`config.mk`:
```
export PLATFORM = sky130hd
export DESIGN_NAME = rfr_ctrl
export DESIGN_NICKNAME = d
export VERILOG_FILES = /design/src/hdl/rfr_pkg.sv /design/src/hdl/rfr_filt_if.sv /design/src/hdl/rfr_ctrl.sv /design/src/hdl/rfr_filter.sv
export VERILOG_INCLUDE_DIRS = /design/src /design/src/hdl
export SDC_FILE = /design/constraint.sdc
export NUM_CORES = 1
export LEC_CHECK = 0
export ABC_CLOCK_PERIOD_IN_PS = 10800
export BUFFER_PORTS_ARGS = -buffer_cell sky130_fd_sc_hd__clkbuf_2
export CAP_MARGIN = 20
export CORE_ASPECT_RATIO = 1.25
export CORE_MARGIN = 8
export CORE_UTILIZATION = 44
export DETAILED_ROUTE_END_ITERATION = 12
export PLACE_DENSITY = 0.68
export SKIP_LAST_GASP = 1
export SYNTH_ARGS = -nofsm -noshare
export SYNTH_HDL_FRONTEND = slang
export SYNTH_SLANG_ARGS = --single-unit
```
`constraint.sdc`:
```
create_clock -name aclk -period 10.8 [get_ports aclk]
set_clock_uncertainty 0.1 [all_clocks]
set_input_delay 0.54 -clock aclk [delete_from_list [all_inputs] [get_ports aclk]]
set_output_delay 0.54 -clock aclk [all_outputs]
set_load 0.005 [all_outputs]
```
`src/hdl/rfr_regs.svh`:
```
`ifndef RFR_REGS_SVH
`define RFR_REGS_SVH

// ----------------------------------------
// register byte addresses
// ----------------------------------------
`define RFR_ADDR_CTRL 8'h00
`define RFR_ADDR_VHIGH 8'h04
`define RFR_ADDR_VLOW 8'h08
`define RFR_ADDR_RESET 8'h0C
`define RFR_ADDR_FLAGS 8'h10
`define RFR_ADDR_MASK 8'h14
`define RFR_ADDR_STATUS 8'h18
`define RFR_ADDR_VOUT 8'h1C
`define RFR_ADDR_LIMIT 8'h20

// ----------------------------------------
// control field positions
// ----------------------------------------
`define RFR_CTRL_EN 0
`define RFR_CTRL_PINCTRL 1
`define RFR_CTRL_ROOFFLOOR 2
`define RFR_CTRL_PINSEL 3
`define RFR_CTRL_FFIX 4
`define RFR_CTRL_FMP 5
`define RFR_CTRL_RATE_LSB 6
`define RFR_CTRL_RATE_MSB 8
`define RFR_RESET_CMD 0

// ----------------------------------------
// flag field positions
// ----------------------------------------
`define RFR_FLG_OC 0
`define RFR_FLG_SC 1
`define RFR_FLG_HW 2
`define RFR_FLG_HT 3
`define RFR_FLG_PG 4
`define RFR_FLG_MR 5
`define RFR_FLG_RST 6
`define RFR_MASKABLE 7'h75

// ----------------------------------------
// reset values
// ----------------------------------------
`define RFR_CTRL_RST 9'h000
`define RFR_VSET_RST 8'h00
`define RFR_MASK_RST 7'h00
`define RFR_FLAGS_RST 7'h00

// ----------------------------------------
// timing
// ----------------------------------------
`define RFR_CLK_MHZ 100
`define RFR_FILT_US 20
`define RFR_FILT_CYC (`RFR_FILT_US * `RFR_CLK_MHZ)
`define RFR_OVERLOAD_MS 1
`define RFR_OVERLOAD_CYC (`RFR_OVERLOAD_MS * 1000 * `RFR_CLK_MHZ)
`define RFR_FUSE_LOAD_CYC 5'h10
`define RFR_RAMP_SLOW_CYC 16'h0500

`endif

```
`src/hdl/rfr_pkg.sv`:
```
package rfr_pkg;
	typedef enum logic [1:0] {st_held, st_fuse, st_run} rfr_state_t;
	typedef logic [6:0] rfr_flags_t;
endpackage : rfr_pkg

```
`src/hdl/rfr_filt_if.sv`:
```
`timescale 1ns/1ns
interface rfr_filt_if;
	logic raw;
	logic filt;
	modport filt_side (input raw, output filt);
	modport user_side (output raw, input filt);
endinterface : rfr_filt_if

```
`src/hdl/rfr_ctrl.sv`:
```
`timescale 1ns/1ns
`include "rfr_regs.svh"
module rfr_ctrl #(
	parameter logic [16:0] OVERLOAD_CYC = 17'(`RFR_OVERLOAD_CYC)
) (
	input wire logic aclk,
	input wire logic aresetn,
	input wire logic [7:0] s_axi_awaddr,
	input wire logic s_axi_awvalid,
	output logic s_axi_awready,
	input wire logic [31:0] s_axi_wdata,
	input wire logic [3:0] s_axi_wstrb,
	input wire logic s_axi_wvalid,
	output logic s_axi_wready,
	output logic [1:0] s_axi_bresp,
	output logic s_axi_bvalid,
	input wire logic s_axi_bready,
	input wire logic [7:0] s_axi_araddr,
	input wire logic s_axi_arvalid,
	output logic s_axi_arready,
	output logic [31:0] s_axi_rdata,
	output logic [1:0] s_axi_rresp,
	output logic s_axi_rvalid,
	input wire logic s_axi_rready,
	input wire logic ext_reset_pin_n,
	input wire logic low_supply_lockout,
	input wire logic [1:0] enable_pins,
	input wire logic light_load,
	input wire logic [1:0] load_phases,
	input wire logic out_below_thr,
	input wire logic out_in_window,
	input wire logic peak_limit_raw,
	input wire logic hot_warn_raw,
	input wire logic hot_trip_raw,
	input wire logic meas_done,
	input wire logic [8:0] fuse_ctrl,
	input wire logic [7:0] fuse_vset_high,
	input wire logic [7:0] fuse_vset_low,
	output logic rail_enable,
	output logic [7:0] vout_code,
	output logic [2:0] phase_count,
	output logic fixed_switching_mode,
	output logic irq_line_n_o,
	output logic irq_line_n_oe
);
	// ----------------------------------------
	// declarations
	// ----------------------------------------
	rfr_pkg::rfr_state_t st_reg, st_next;
	logic [4:0] fcnt_reg, fcnt_next;
	logic [8:0] ctrl_reg, ctrl_next;
	logic [7:0] vhigh_reg, vhigh_next, vlow_reg, vlow_next;
	logic [6:0] mask_reg, mask_next;
	rfr_pkg::rfr_flags_t flags_reg, flags_next, flag_set, flag_clr, flag_keep;
	logic aw_full_reg, aw_full_next, w_full_reg, w_full_next;
	logic [7:0] waddr_reg, waddr_next, raddr_reg, raddr_next;
	logic [31:0] wdata_reg, wdata_next, rdata_reg, rdata_next;
	logic [3:0] wstrb_reg, wstrb_next;
	logic awready_reg, awready_next, wready_reg, wready_next, arready_reg, arready_next;
	logic bvalid_reg, bvalid_next, rvalid_reg, rvalid_next;
	logic [1:0] bresp_reg, bresp_next, rresp_reg, rresp_next;
	logic rail_on_reg, rail_on_next, fixed_reg, fixed_next, irq_oe_reg, irq_oe_next;
	logic [7:0] vcur_reg, vcur_next;
	logic [15:0] scnt_reg, scnt_next;
	logic [2:0] phase_reg, phase_next;
	logic [4:0] raw_vec, filt_vec, filt_d_reg;
	logic wr_fire, soft_cmd, held_in, pin_lvl, rail_want, ramp_active, pending, pg_live;
	logic [7:0] target;
	logic [8:0] wmask;
	logic [2:0] rate;
	logic [15:0] period;

	// ----------------------------------------
	// input filters
	// ----------------------------------------
	assign raw_vec = {out_below_thr & rail_on_reg, out_in_window, hot_trip_raw, hot_warn_raw,
		peak_limit_raw};
	genvar gi;
	generate
		for (gi = 0; gi < 5; gi++) begin : g_filt
			rfr_filt_if fi_c ();
			assign fi_c.raw = raw_vec[gi];
			assign filt_vec[gi] = fi_c.filt;
			rfr_filter #(
				.COUNT(gi == 4 ? OVERLOAD_CYC : 17'(`RFR_FILT_CYC))
			) u_filter (
				.aclk(aclk),
				.aresetn(aresetn),
				.fi(fi_c)
			);
		end
	endgenerate

	// ----------------------------------------
	// axi4-lite slave
	// ----------------------------------------
	assign wr_fire = aw_full_reg & w_full_reg & ~bvalid_reg;

	always_comb begin
		aw_full_next = aw_full_reg;
		w_full_next = w_full_reg;
		waddr_next = waddr_reg;
		wdata_next = wdata_reg;
		wstrb_next = wstrb_reg;
		bvalid_next = bvalid_reg & ~s_axi_bready;
		bresp_next = bresp_reg;
		rvalid_next = rvalid_reg & ~s_axi_rready;
		rresp_next = rresp_reg;
		rdata_next = rdata_reg;
		raddr_next = raddr_reg;
		if (s_axi_awvalid & awready_reg) begin
			aw_full_next = 1'b1;
			waddr_next = s_axi_awaddr;
		end
		if (s_axi_wvalid & wready_reg) begin
			w_full_next = 1'b1;
			wdata_next = s_axi_wdata;
			wstrb_next = s_axi_wstrb;
		end
		if (wr_fire) begin
			aw_full_next = 1'b0;
			w_full_next = 1'b0;
			bvalid_next = 1'b1;
			bresp_next = (waddr_reg < `RFR_ADDR_LIMIT) ? 2'b00 : 2'b10;
		end
		if (s_axi_arvalid & arready_reg) begin
			rvalid_next = 1'b1;
			raddr_next = s_axi_araddr;
			rresp_next = (s_axi_araddr < `RFR_ADDR_LIMIT) ? 2'b00 : 2'b10;
			unique case ({s_axi_araddr[7:2], 2'b00})
				`RFR_ADDR_CTRL: rdata_next = {23'h00_0000, ctrl_reg};
				`RFR_ADDR_VHIGH: rdata_next = {24'h00_0000, vhigh_reg};
				`RFR_ADDR_VLOW: rdata_next = {24'h00_0000, vlow_reg};
				`RFR_ADDR_FLAGS: rdata_next = {24'h00_0000, flags_reg[`RFR_FLG_OC] |
					flags_reg[`RFR_FLG_SC] | flags_reg[`RFR_FLG_PG], flags_reg};
				`RFR_ADDR_MASK: rdata_next = {25'h000_0000, mask_reg};
				`RFR_ADDR_STATUS: rdata_next = {19'h0_0000, phase_reg, fixed_reg, ramp_active,
					rail_on_reg, 2'b00, pg_live, filt_vec[2], filt_vec[1], 1'b0, filt_vec[0]};
				`RFR_ADDR_VOUT: rdata_next = {24'h00_0000, vcur_reg};
				default: rdata_next = 32'h0000_0000;
			endcase
		end
		awready_next = ~aw_full_next;
		wready_next = ~w_full_next;
		arready_next = ~rvalid_next;
	end

	// bus state is reset only by aresetn
	always_ff @(posedge aclk) begin
		if (!aresetn) begin
			aw_full_reg <= 1'b0;
			w_full_reg <= 1'b0;
			waddr_reg <= 8'h00;
			wdata_reg <= 32'h0000_0000;
			wstrb_reg <= 4'h0;
			bvalid_reg <= 1'b0;
			bresp_reg <= 2'b00;
			rvalid_reg <= 1'b0;
			rresp_reg <= 2'b00;
			rdata_reg <= 32'h0000_0000;
			raddr_reg <= 8'h00;
			awready_reg <= 1'b0;
			wready_reg <= 1'b0;
			arready_reg <= 1'b0;
		end else begin
			aw_full_reg <= aw_full_next;
			w_full_reg <= w_full_next;
			waddr_reg <= waddr_next;
			wdata_reg <= wdata_next;
			wstrb_reg <= wstrb_next;
			bvalid_reg <= bvalid_next;
			bresp_reg <= bresp_next;
			rvalid_reg <= rvalid_next;
			rresp_reg <= rresp_next;
			rdata_reg <= rdata_next;
			raddr_reg <= raddr_next;
			awready_reg <= awready_next;
			wready_reg <= wready_next;
			arready_reg <= arready_next;
		end
	end

	// ----------------------------------------
	// reset sequencing, registers and flags
	// ----------------------------------------
	assign held_in = ~ext_reset_pin_n | low_supply_lockout;
	assign wmask = {wstrb_reg[1], {8{wstrb_reg[0]}}};
	// soft reset command is a write pulse, never stored
	assign soft_cmd = wr_fire & (waddr_reg == `RFR_ADDR_RESET) & wstrb_reg[0] &
		wdata_reg[`RFR_RESET_CMD] & (st_reg == rfr_pkg::st_run);
	assign pg_live = filt_vec[3] & rail_on_reg;
	assign flag_set = {1'b0, meas_done, filt_vec[3] & ~filt_d_reg[3] & rail_on_reg,
		filt_vec[2] & ~filt_d_reg[2], filt_vec[1] & ~filt_d_reg[1],
		filt_vec[4] & ~filt_d_reg[4], filt_vec[0] & ~filt_d_reg[0]};
	assign flag_clr = (wr_fire & (waddr_reg == `RFR_ADDR_FLAGS) & wstrb_reg[0]) ?
		wdata_reg[6:0] : 7'h00;
	assign flag_keep = {3'b000, filt_vec[2], filt_vec[1], 1'b0, filt_vec[0]};

	always_comb begin
		st_next = st_reg;
		fcnt_next = fcnt_reg;
		ctrl_next = ctrl_reg;
		vhigh_next = vhigh_reg;
		vlow_next = vlow_reg;
		mask_next = mask_reg;
		// write one clears, but not OC, HW or HT while still active; set wins over clear
		flags_next = (flags_reg & ~(flag_clr & ~flag_keep)) | flag_set;
		if (held_in) begin
			st_next = rfr_pkg::st_held;
			fcnt_next = 5'h00;
			ctrl_next = `RFR_CTRL_RST;
			vhigh_next = `RFR_VSET_RST;
			vlow_next = `RFR_VSET_RST;
			mask_next = `RFR_MASK_RST;
			flags_next = `RFR_FLAGS_RST;
		end else begin
			unique case (st_reg)
				rfr_pkg::st_held: begin
					st_next = rfr_pkg::st_fuse;
					fcnt_next = 5'h00;
				end
				rfr_pkg::st_fuse: begin
					if (fcnt_reg == `RFR_FUSE_LOAD_CYC - 5'h01) begin
						st_next = rfr_pkg::st_run;
						ctrl_next = fuse_ctrl;
						vhigh_next = fuse_vset_high;
						vlow_next = fuse_vset_low;
						flags_next[`RFR_FLG_RST] = 1'b1;
					end else begin
						fcnt_next = fcnt_reg + 5'h01;
					end
				end
				rfr_pkg::st_run: begin
					if (soft_cmd) begin
						// soft reset defaults and reloads fuses
						st_next = rfr_pkg::st_fuse;
						fcnt_next = 5'h00;
						ctrl_next = `RFR_CTRL_RST;
						vhigh_next = `RFR_VSET_RST;
						vlow_next = `RFR_VSET_RST;
						mask_next = `RFR_MASK_RST;
						flags_next = `RFR_FLAGS_RST;
					end else if (wr_fire) begin
						if (waddr_reg == `RFR_ADDR_CTRL) begin
							ctrl_next = (ctrl_reg & ~wmask) | (wdata_reg[8:0] & wmask);
						end
						if (waddr_reg == `RFR_ADDR_VHIGH && wstrb_reg[0]) begin
							vhigh_next = wdata_reg[7:0];
						end
						if (waddr_reg == `RFR_ADDR_VLOW && wstrb_reg[0]) begin
							vlow_next = wdata_reg[7:0];
						end
						if (waddr_reg == `RFR_ADDR_MASK && wstrb_reg[0]) begin
							mask_next = wdata_reg[6:0] & `RFR_MASKABLE;
						end
					end
				end
			endcase
		end
	end

	always_ff @(posedge aclk) begin
		if (!aresetn) begin
			st_reg <= rfr_pkg::st_held;
			fcnt_reg <= 5'h00;
			ctrl_reg <= `RFR_CTRL_RST;
			vhigh_reg <= `RFR_VSET_RST;
			vlow_reg <= `RFR_VSET_RST;
			mask_reg <= `RFR_MASK_RST;
			flags_reg <= `RFR_FLAGS_RST;
			filt_d_reg <= 5'h00;
		end else begin
			st_reg <= st_next;
			fcnt_reg <= fcnt_next;
			ctrl_reg <= ctrl_next;
			vhigh_reg <= vhigh_next;
			vlow_reg <= vlow_next;
			mask_reg <= mask_next;
			flags_reg <= flags_next;
			filt_d_reg <= filt_vec;
		end
	end

	// ----------------------------------------
	// rail enable, ramp and switching mode
	// ----------------------------------------
	assign pin_lvl = enable_pins[ctrl_reg[`RFR_CTRL_PINSEL]];
	assign rail_want = ctrl_reg[`RFR_CTRL_EN] & (~ctrl_reg[`RFR_CTRL_PINCTRL] |
		ctrl_reg[`RFR_CTRL_ROOFFLOOR] | pin_lvl);
	assign target = (ctrl_reg[`RFR_CTRL_PINCTRL] & ctrl_reg[`RFR_CTRL_ROOFFLOOR] & ~pin_lvl) ?
		vlow_reg : vhigh_reg;
	assign rate = ctrl_reg[`RFR_CTRL_RATE_MSB:`RFR_CTRL_RATE_LSB];
	assign period = `RFR_RAMP_SLOW_CYC >> rate;
	assign ramp_active = rail_on_reg & (vcur_reg != target);
	// unmaskable short and trip flags always count
	assign pending = |(flags_reg & ~(mask_reg & `RFR_MASKABLE));

	always_comb begin
		rail_on_next = (st_next == rfr_pkg::st_run) & rail_want & ~flags_next[`RFR_FLG_SC] &
			~flags_next[`RFR_FLG_HT] & ~filt_vec[2];
		vcur_next = vcur_reg;
		scnt_next = 16'h0000;
		if (!rail_on_reg) begin
			vcur_next = 8'h00;
		end else if (ramp_active) begin
			if (scnt_reg >= period - 16'h0001) begin
				vcur_next = (vcur_reg < target) ? vcur_reg + 8'h01 : vcur_reg - 8'h01;
			end else begin
				scnt_next = scnt_reg + 16'h0001;
			end
		end
		if (!rail_on_reg) begin
			phase_next = 3'h0;
			fixed_next = 1'b0;
		end else if (ramp_active) begin
			fixed_next = 1'b1;
			phase_next = ctrl_reg[`RFR_CTRL_FMP] ? 3'h4 : 3'({1'b0, rate[2:1]} + 3'h1);
		end else begin
			// settled mode from load and force bits
			fixed_next = ctrl_reg[`RFR_CTRL_FFIX] | ctrl_reg[`RFR_CTRL_FMP] | ~light_load;
			phase_next = ctrl_reg[`RFR_CTRL_FMP] ? 3'h4 : 3'({1'b0, load_phases} + 3'h1);
		end
		// line driven low while anything unmasked pending
		irq_oe_next = pending;
	end

	always_ff @(posedge aclk) begin
		if (!aresetn) begin
			rail_on_reg <= 1'b0;
			vcur_reg <= 8'h00;
			scnt_reg <= 16'h0000;
			phase_reg <= 3'h0;
			fixed_reg <= 1'b0;
			irq_oe_reg <= 1'b0;
		end else begin
			rail_on_reg <= rail_on_next;
			vcur_reg <= vcur_next;
			scnt_reg <= scnt_next;
			phase_reg <= phase_next;
			fixed_reg <= fixed_next;
			irq_oe_reg <= irq_oe_next;
		end
	end

	assign s_axi_awready = awready_reg;
	assign s_axi_wready = wready_reg;
	assign s_axi_bresp = bresp_reg;
	assign s_axi_bvalid = bvalid_reg;
	assign s_axi_arready = arready_reg;
	assign s_axi_rdata = rdata_reg;
	assign s_axi_rresp = rresp_reg;
	assign s_axi_rvalid = rvalid_reg;
	assign rail_enable = rail_on_reg;
	assign vout_code = vcur_reg;
	assign phase_count = phase_reg;
	assign fixed_switching_mode = fixed_reg;
	assign irq_line_n_o = 1'b0;
	assign irq_line_n_oe = irq_oe_reg;
endmodule : rfr_ctrl

```
`src/hdl/rfr_filter.sv`:
```
`timescale 1ns/1ns
module rfr_filter #(
	parameter logic [16:0] COUNT = 17'h0_0001
) (
	input wire logic aclk,
	input wire logic aresetn,
	rfr_filt_if.filt_side fi
);
	logic [16:0] cnt_reg;
	logic [16:0] cnt_next;
	logic filt_reg;
	logic filt_next;

	// ----------------------------------------
	// debounce: follow raw after COUNT steady cycles
	// ----------------------------------------
	always_comb begin
		filt_next = filt_reg;
		cnt_next = 17'h0_0000;
		if (fi.raw != filt_reg) begin
			if (cnt_reg >= COUNT - 17'h0_0001) begin
				filt_next = fi.raw;
			end else begin
				cnt_next = cnt_reg + 17'h0_0001;
			end
		end
	end

	always_ff @(posedge aclk) begin
		if (!aresetn) begin
			cnt_reg <= 17'h0_0000;
			filt_reg <= 1'b0;
		end else begin
			cnt_reg <= cnt_next;
			filt_reg <= filt_next;
		end
	end

	assign fi.filt = filt_reg;
endmodule : rfr_filter

```
==> results.yml, run 1 <==
detailed_routing:
  via_per_inst: 5.11
  drc: 0
  drt_pass1_iterations: 4
  final_antenna_net_count: 0
  wl_um: 23400
  wl_per_cell_um: 15.2
  num_vias: 7840
  drt_iter0_markers: 412
worst_hold_path:
  hold-path-endpoint: "wdata_reg[2]$_SDFFE_PN0P_"
  hold_path.class: "in2reg"
  min_from: "s_axi_wdata[2]"
  min_path_cells: 3
synthesis:
  synth.top_cell.area_share_pct: 42.3
  synth_common_cells: "210 x dfxtp_1, 171 x nor2_1, 83 x nand2_1"
  synth_top_area_cell: "dfxtp_1"
  netlist_area_mm2: 0.00995
  ys_async_sr_fraction_pct: 0
  synth_area_leaders: "dfxtp_1 42%, nor2_1 6.5%, ha_1 5.2%, mux2i_1 5.1%, xnor2_1 3.4%"
  yosysWarnings: 0
  synthFlopType: "dfxtp_1"
  yosysSeqAreaShare_pct: 42.3
  yosysMostFrequentCell: "dfxtp_1"
  syn_avg_cell_area_um2: 8.87
  ys_ff_latch: 210
  netlist_instances: 1122
  synth_edf_count: 0
  synth.distinct_cells: 69
finish:
  syn_to_final_growth_pct: 14.2
  final_nets: 1375
  largest_reg_flops: 85
  drive_gt1_share_pct: 13.4
  final_util_pct: 51.2
  final_area_mm2: 0.0114
worst_setup_path:
  start_kind: "flip-flop"
  r2r_slack_ns: 6.31
  rr_worst_depth: 15
  crit_arrival_ns: 4.83
  crit-reg2reg-launch: "ctrl_reg[3]$_SDFFE_PP0P_"
  critPathMaxFanout: 8
  reg2reg_to: "vout_code[7]$_SDFFE_PN0P_"
  end_kind: "flip-flop"
  cp.required_ns: 11.14
  setup.worst_path.class: "reg2reg"
placement:
  gp_congestion: 0.855
  place_area_mm2: 0.0107
  dpl.hpwl_um: 17300
  io_buffer_count: 103
clock_tree:
  numCtsBuffers: 22
  clock_latency_ns: 0.51
  path_clk_slew_ns: 0.06
  cts_tree: "done"
  cts_root_buf: "clkbuf_16"
  clockBufferDepth: 3
  ctsResizeCount: 0
  htreeDepth: 1
  hold_buffers: 0
  post-cts-setup-buffer-count: 0
  clock-sinks: 210
status:
  status: "finished clean"
global_routing:
  grt_pass1_wl_um: 38200
  overflow: 0
  grt_max_degree: 60
  grtUsageTotal_pct: 16.8
  antenna_found_initial: 0
  grt_pass1_vias: 7683
sta:
  period_share_pct: 41.6
  timing.final.crit_period_ns: 4.49
  slew_headroom_pct: 32.4
  max_freq_mhz: 223
  slew_violations: 0
  rsz0062_at_grt: "false"
  finalSetupViolations: 0
  timing.hold.ws_ns: 0.160
  finalHoldViolCount: 0
  totalNegativeSetupSlack_ns: 0
  worst_slew_pin_slew_ns: 1.01
floorplanning:
  die_h_um: 184
  die_w_um: 151
  die_area_mm2: 0.0277
  rows: 61
  core-area_mm2: 0.0222
  initial_core_util_pct: 44.8
  ios: 153
pwr:
  leakagePower_nw: 4.36
  max-vdd-ir-drop_uv: 113
  power.density_mw_per_mm2: 142
job:
  cap_violations: 0
==> through the flow <==
step,cells,power [mW],worst slack [ns]
final,1534,1.61,6.31
after global routing,1533,1.67,6.01
after CTS,1533,1.63,6.32
after detailed placement,1495,0.901,6.17
after global placement,1495,0.899,6.21
after floorplan,1171,0.875,6.78
==> layout by cell type (no fill, tap or decap), types with 24 or more instances in the layout <==
cell type / n
dfxtp_1: 210
nor2_1: 171
clkbuf_2: 103
nand2_1: 83
mux2i_1: 51
conb_1: 51
nand3_1: 50
inv_1: 46
a21oi_1: 43
ha_1: 41
xnor2_1: 39
xor2_1: 35
nor2b_1: 34
a21boi_0: 28
a22oi_1: 24
==> layout make-up <==
| type | instances | area [µm²] |
|---|---|---|
| Clock buffer | 29 | 607 |
| Fill cell | 2119 | 10800 |
| Antenna cell | 1 | 2.50 |
| Inverter | 46 | 173 |
| Clock inverter | 9 | 87.6 |
| Tap cell | 283 | 354 |
| Sequential cell | 210 | 4200 |
| Timing Repair Buffer | 106 | 538 |
| Multi-Input combinational cell | 850 | 5400 |
==> power by group <==
group          total (mW)  leakage (nW)  internal [mW]  switching, mW
Sequential          0.801          1.71          0.788         0.0129
Clock               0.726         0.342          0.420          0.306
Combinational      0.0827          2.31         0.0358         0.0469
Total                1.61          4.36           1.24          0.366
==> critical path, stage by stage (launching register included) <==
cell and delay, ns:
dfxtp_1 0.41, mux2i_1 0.36, nand3_1 0.42, mux2i_1 0.28, ha_1 0.26, nor2b_1 0.13, o211ai_1 0.15, a21oi_1 0.12
or3_1 0.50, ha_1 0.43, nand3_1 0.10, o211ai_1 0.23, o41ai_1 0.12, or4_1 0.39, a21boi_0 0.22, mux2i_1 0.19
==> metal layers <==
metal / track usage (%) / up-vias / routed length [µm]
met1: 20.6 / 3637 / 10300
met5: 0 / - / 0
met4: 5.05 / 0 / 458
met3: 2.72 / 27 / 1130
li1: - / 4037 / -
met2: 29.6 / 139 / 11400
==> how the worst max path moves through the flow <==
stage	start	to	slack (ns)	cells after the start
global placement	enable_pins[1]	vout_code[7]$_SDFFE_PN0P_	6.21	16
floorplan	enable_pins[1]	vout_code[7]$_SDFFE_PN0P_	6.78	15
detailed placement	enable_pins[1]	vout_code[7]$_SDFFE_PN0P_	6.17	16
finish	ctrl_reg[3]$_SDFFE_PP0P_	vout_code[7]$_SDFFE_PN0P_	6.31	15
global route	ctrl_reg[3]$_SDFFE_PP0P_	vout_code[7]$_SDFFE_PN0P_	6.01	15
CTS	ctrl_reg[3]$_SDFFE_PP0P_	vout_code[7]$_SDFFE_PN0P_	6.32	15
==> cell families (layout without fill, tap and decap cells) <==
kind of cell / Yosys count / after routing / share of synthesized area, %
and+or+nand+nor: 441 / 441 / 21.4
xor gates and xnor gates: 74 / 74 / 6.51
other: 2 / 52 / 0.0755
DFF: 210 / 210 / 42.3
buffers and inverters: 111 / 190 / 5.36
AOI/OAI and AO/OA: 183 / 183 / 12.7
adders and majority gates: 42 / 42 / 5.36
muxes: 59 / 59 / 6.38
Power figures use the tool's default switching activity.
==> run 2, diff against run 1 <==
--- a/config.mk
+++ b/config.mk
@@ -6,7 +6,8 @@
 export SDC_FILE = /design/constraint.sdc
 export NUM_CORES = 1
 export LEC_CHECK = 0
-export ABC_CLOCK_PERIOD_IN_PS = 10800
+export ABC_AREA = 1
+export ABC_CLOCK_PERIOD_IN_PS = 4400
 export BUFFER_PORTS_ARGS = -buffer_cell sky130_fd_sc_hd__clkbuf_2
 export CAP_MARGIN = 20
 export CORE_ASPECT_RATIO = 1.25
==> constraint.sdc (replaced) <==
create_clock -name aclk -period 4.4 [get_ports aclk]
set_clock_uncertainty 0.1 [all_clocks]
set_input_delay 0.22 -clock aclk [delete_from_list [all_inputs] [get_ports aclk]]
set_output_delay 0.22 -clock aclk [all_outputs]
set_load 0.005 [all_outputs]
==> results.yml, run 2 <==
worst_setup_path:
  start_kind: "flip-flop"
  end_kind: "flip-flop"
  cp.required_ns: 4.74
  crit_arrival_ns: 4.08
  critPathMaxFanout: 16
  path_common_cell: "nand2_1"
  cp_slowest_stage_delay_ns: 0.46
  setup.worst_path.class: "reg2reg"
  slowest_stage: "nand3_1"
  cp_cell_sequence: "or2_2 -> o21ai_0 -> nand3_1 -> o21ai_0 -> ha_1 -> a21o_1 -> nor2_1 -> nand2_1 -> ha_1 -> nand2_1 -> nand3_1 -> nand2_1 -> nand2_1 -> inv_1 -> nand3_1 -> nand2_1 -> nand2_1 -> a21oi_1"
global_routing:
  overflow: 0
  grt_pass1_vias: 9031
  grt_max_degree: 41
  grt_pass1_wl_um: 42000
  antenna_found_initial: 0
  grtUsageTotal_pct: 17.9
floorplanning:
  die_w_um: 152
  die_h_um: 186
  ios: 153
  core-area_mm2: 0.0229
  initial_core_util_pct: 44.4
  die_area_mm2: 0.0283
  rows: 62
detailed_routing:
  wl_per_cell_um: 13.6
  drt_pass1_iterations: 5
  num_vias: 9390
  via_per_inst: 4.92
  final_antenna_net_count: 0
  wl_um: 26000
  drt_iter0_markers: 531
  drc: 0
job:
  cap_violations: 0
worst_hold_path:
  hold_path.class: "in2reg"
sta:
  worst_slew_pin_slew_ns: 0.852
  slew_violations: 0
  finalSetupViolations: 0
  rsz0062_at_grt: "false"
  totalNegativeSetupSlack_ns: 0
  slew_headroom_pct: 43.1
  max_freq_mhz: 267
  finalHoldViolCount: 0
  timing.final.crit_period_ns: 3.74
  period_share_pct: 85.0
finish:
  final_common_cell: "nand2_1"
  drive_gt1_share_pct: 10.3
  final_area_mm2: 0.0122
  mostFrequentLayoutCells: "325 x nand2_1, 246 x nor2_1, 210 x dfxtp_1, 158 x inv_1, 103 x clkbuf_2"
  syn_to_final_growth_pct: 20.4
  final_nets: 1747
  largest_reg_flops: 85
  diodes: 0
clock_tree:
  cts_root_buf: "clkbuf_16"
  clock-sinks: 210
  clock_latency_ns: 0.51
  ctsResizeCount: 0
  htreeDepth: 1
  path_clk_slew_ns: 0.06
  cts_tree: "done"
  clockBufferDepth: 3
  numCtsBuffers: 23
synthesis:
  ys_ff_latch: 210
  ys_async_sr_fraction_pct: 0
  synthFlopType: "dfxtp_1"
  netlist_area_mm2: 0.0102
  syn_avg_cell_area_um2: 7.12
  synth.distinct_cells: 49
  synth.top_cell.area_share_pct: 41.3
  synth_top_area_cell: "dfxtp_1"
  synth_area_leaders: "dfxtp_1 41%, nand2_1 12%, nor2_1 9.1%, inv_1 5.8%, ha_1 5.0%"
  synth_common_cells: "325 x nand2_1, 247 x nor2_1, 210 x dfxtp_1"
  netlist_instances: 1428
  yosysMostFrequentCell: "nand2_1"
  synth_edf_count: 0
  yosysWarnings: 0
  yosysSeqAreaShare_pct: 41.3
placement:
  dpl.hpwl_um: 19500
  io_buffer_count: 103
  gp_congestion: 0.870
  place_area_mm2: 0.0109
pwr:
  clkPwrFrac_pct: 47.7
  switchingPower_uw: 938
  power.density_mw_per_mm2: 346
  max-vdd-ir-drop_uv: 333
  switching_share_pct: 22.1
  finalPower_mw: 4.24
  leakagePower_nw: 5.50
  intPower_mw: 3.30
  p_comb_share_pct: 5.7
  p_seq_share_pct: 46.6
status:
  status: "finished clean"
==> run 2: cell types whose count changed after synthesis, sizes merged, moves of 39 or more <==
cell / change
inv: +114
nor2: +84
o21ai: +66
mux2i: -51
nand2: +246
a21oi: +39
==> run 2: power by group through the flow <==
| stage | clock network, mW | logic, mW | registers, mW |
|---|---|---|---|
| floorplan | 0 | 0.145 | 2.00 |
| global route | 2.14 | 0.274 | 1.98 |
| CTS | 2.07 | 0.240 | 1.98 |
| global placement | 0 | 0.198 | 2.02 |
| detailed placement | 0 | 0.201 | 2.02 |
| finish | 2.02 | 0.241 | 1.98 |
==> run 2: final timing paths <==
kind,start,endpoint,slack (ns),cells past startpoint
worst max register to register,ctrl_reg[3]$_SDFFE_PP0P_,vout_code[7]$_SDFFE_PN0P_,0.66,18
worst min-delay path,ext_reset_pin_n,rail_enable$_SDFF_PN0_,0.05,6
worst min register to register,g_filt[3].u_filter.cnt_reg[0]$_SDFF_PP0_,g_filt[3].u_filter.cnt_reg[0]$_SDFF_PP0_,0.35,1
worst max-delay path,ctrl_reg[3]$_SDFFE_PP0P_,vout_code[7]$_SDFFE_PN0P_,0.66,18
==> run 2: cell families (layout without fill, tap and decap cells) <==
group	after synthesis	in the layout	synth area share (%)
buffers and inverters	213	357	9.21
and+or+nand+nor	711	711	29.2
other	2	51	0.0738
xor gates and xnor gates	48	48	4.13
DFF	210	210	41.3
adders and majority gates	42	42	5.24
AOI/OAI and AO/OA	202	202	10.8
==> run 2: final cells by class <==
type	instances	area [µm²]
flip-flops and latches	210	4200
multi-input cells	1054	5220
inverters	160	603
well taps	288	360
clock buffers	28	634
fillers	2190	10600
repair buffers	159	1070
clock inverters	10	158
==> run 2: critical path: cells and delay by family (launching register included) <==
kind,cells,cell delay (ns)
adder cells (fa/ha/maj),2,0.74
AO/OA/AOI/OAI,4,0.81
AND/OR/NAND/NOR,11,1.68
flip-flops,1,0.30
buffers and inverters,1,0.06
==> run 2: routing by layer <==
layer	wire [µm]	share of wire, %	GRT usage [%]	vias up
li1	-	-	-	4848
met1	10800	42	19.7	4276
met2	12900	50	33.6	207
met3	1360	5.2	3.23	59
met4	882	3.4	7.41	0
met5	0	0	0	-
==> run 2: stage by stage <==
stage,hold slack [ns],utilization (%),instances,worst slack [ns]
after CTS,0.0240,53.5,1909,0.667
after global routing,0.0786,53.5,1909,0.193
after floorplan,0.210,-,1477,1.27
after detailed placement,0.340,47.7,1817,0.681
final,0.0460,53.5,1909,0.660
after global placement,0.330,47.7,1817,0.745
==> run 2: timing repair <==
item                                   in CTS  in global routing
endpoints found under the hold margin      55                  0
buffers inserted                            0                  0
hold buffers                               54                  0
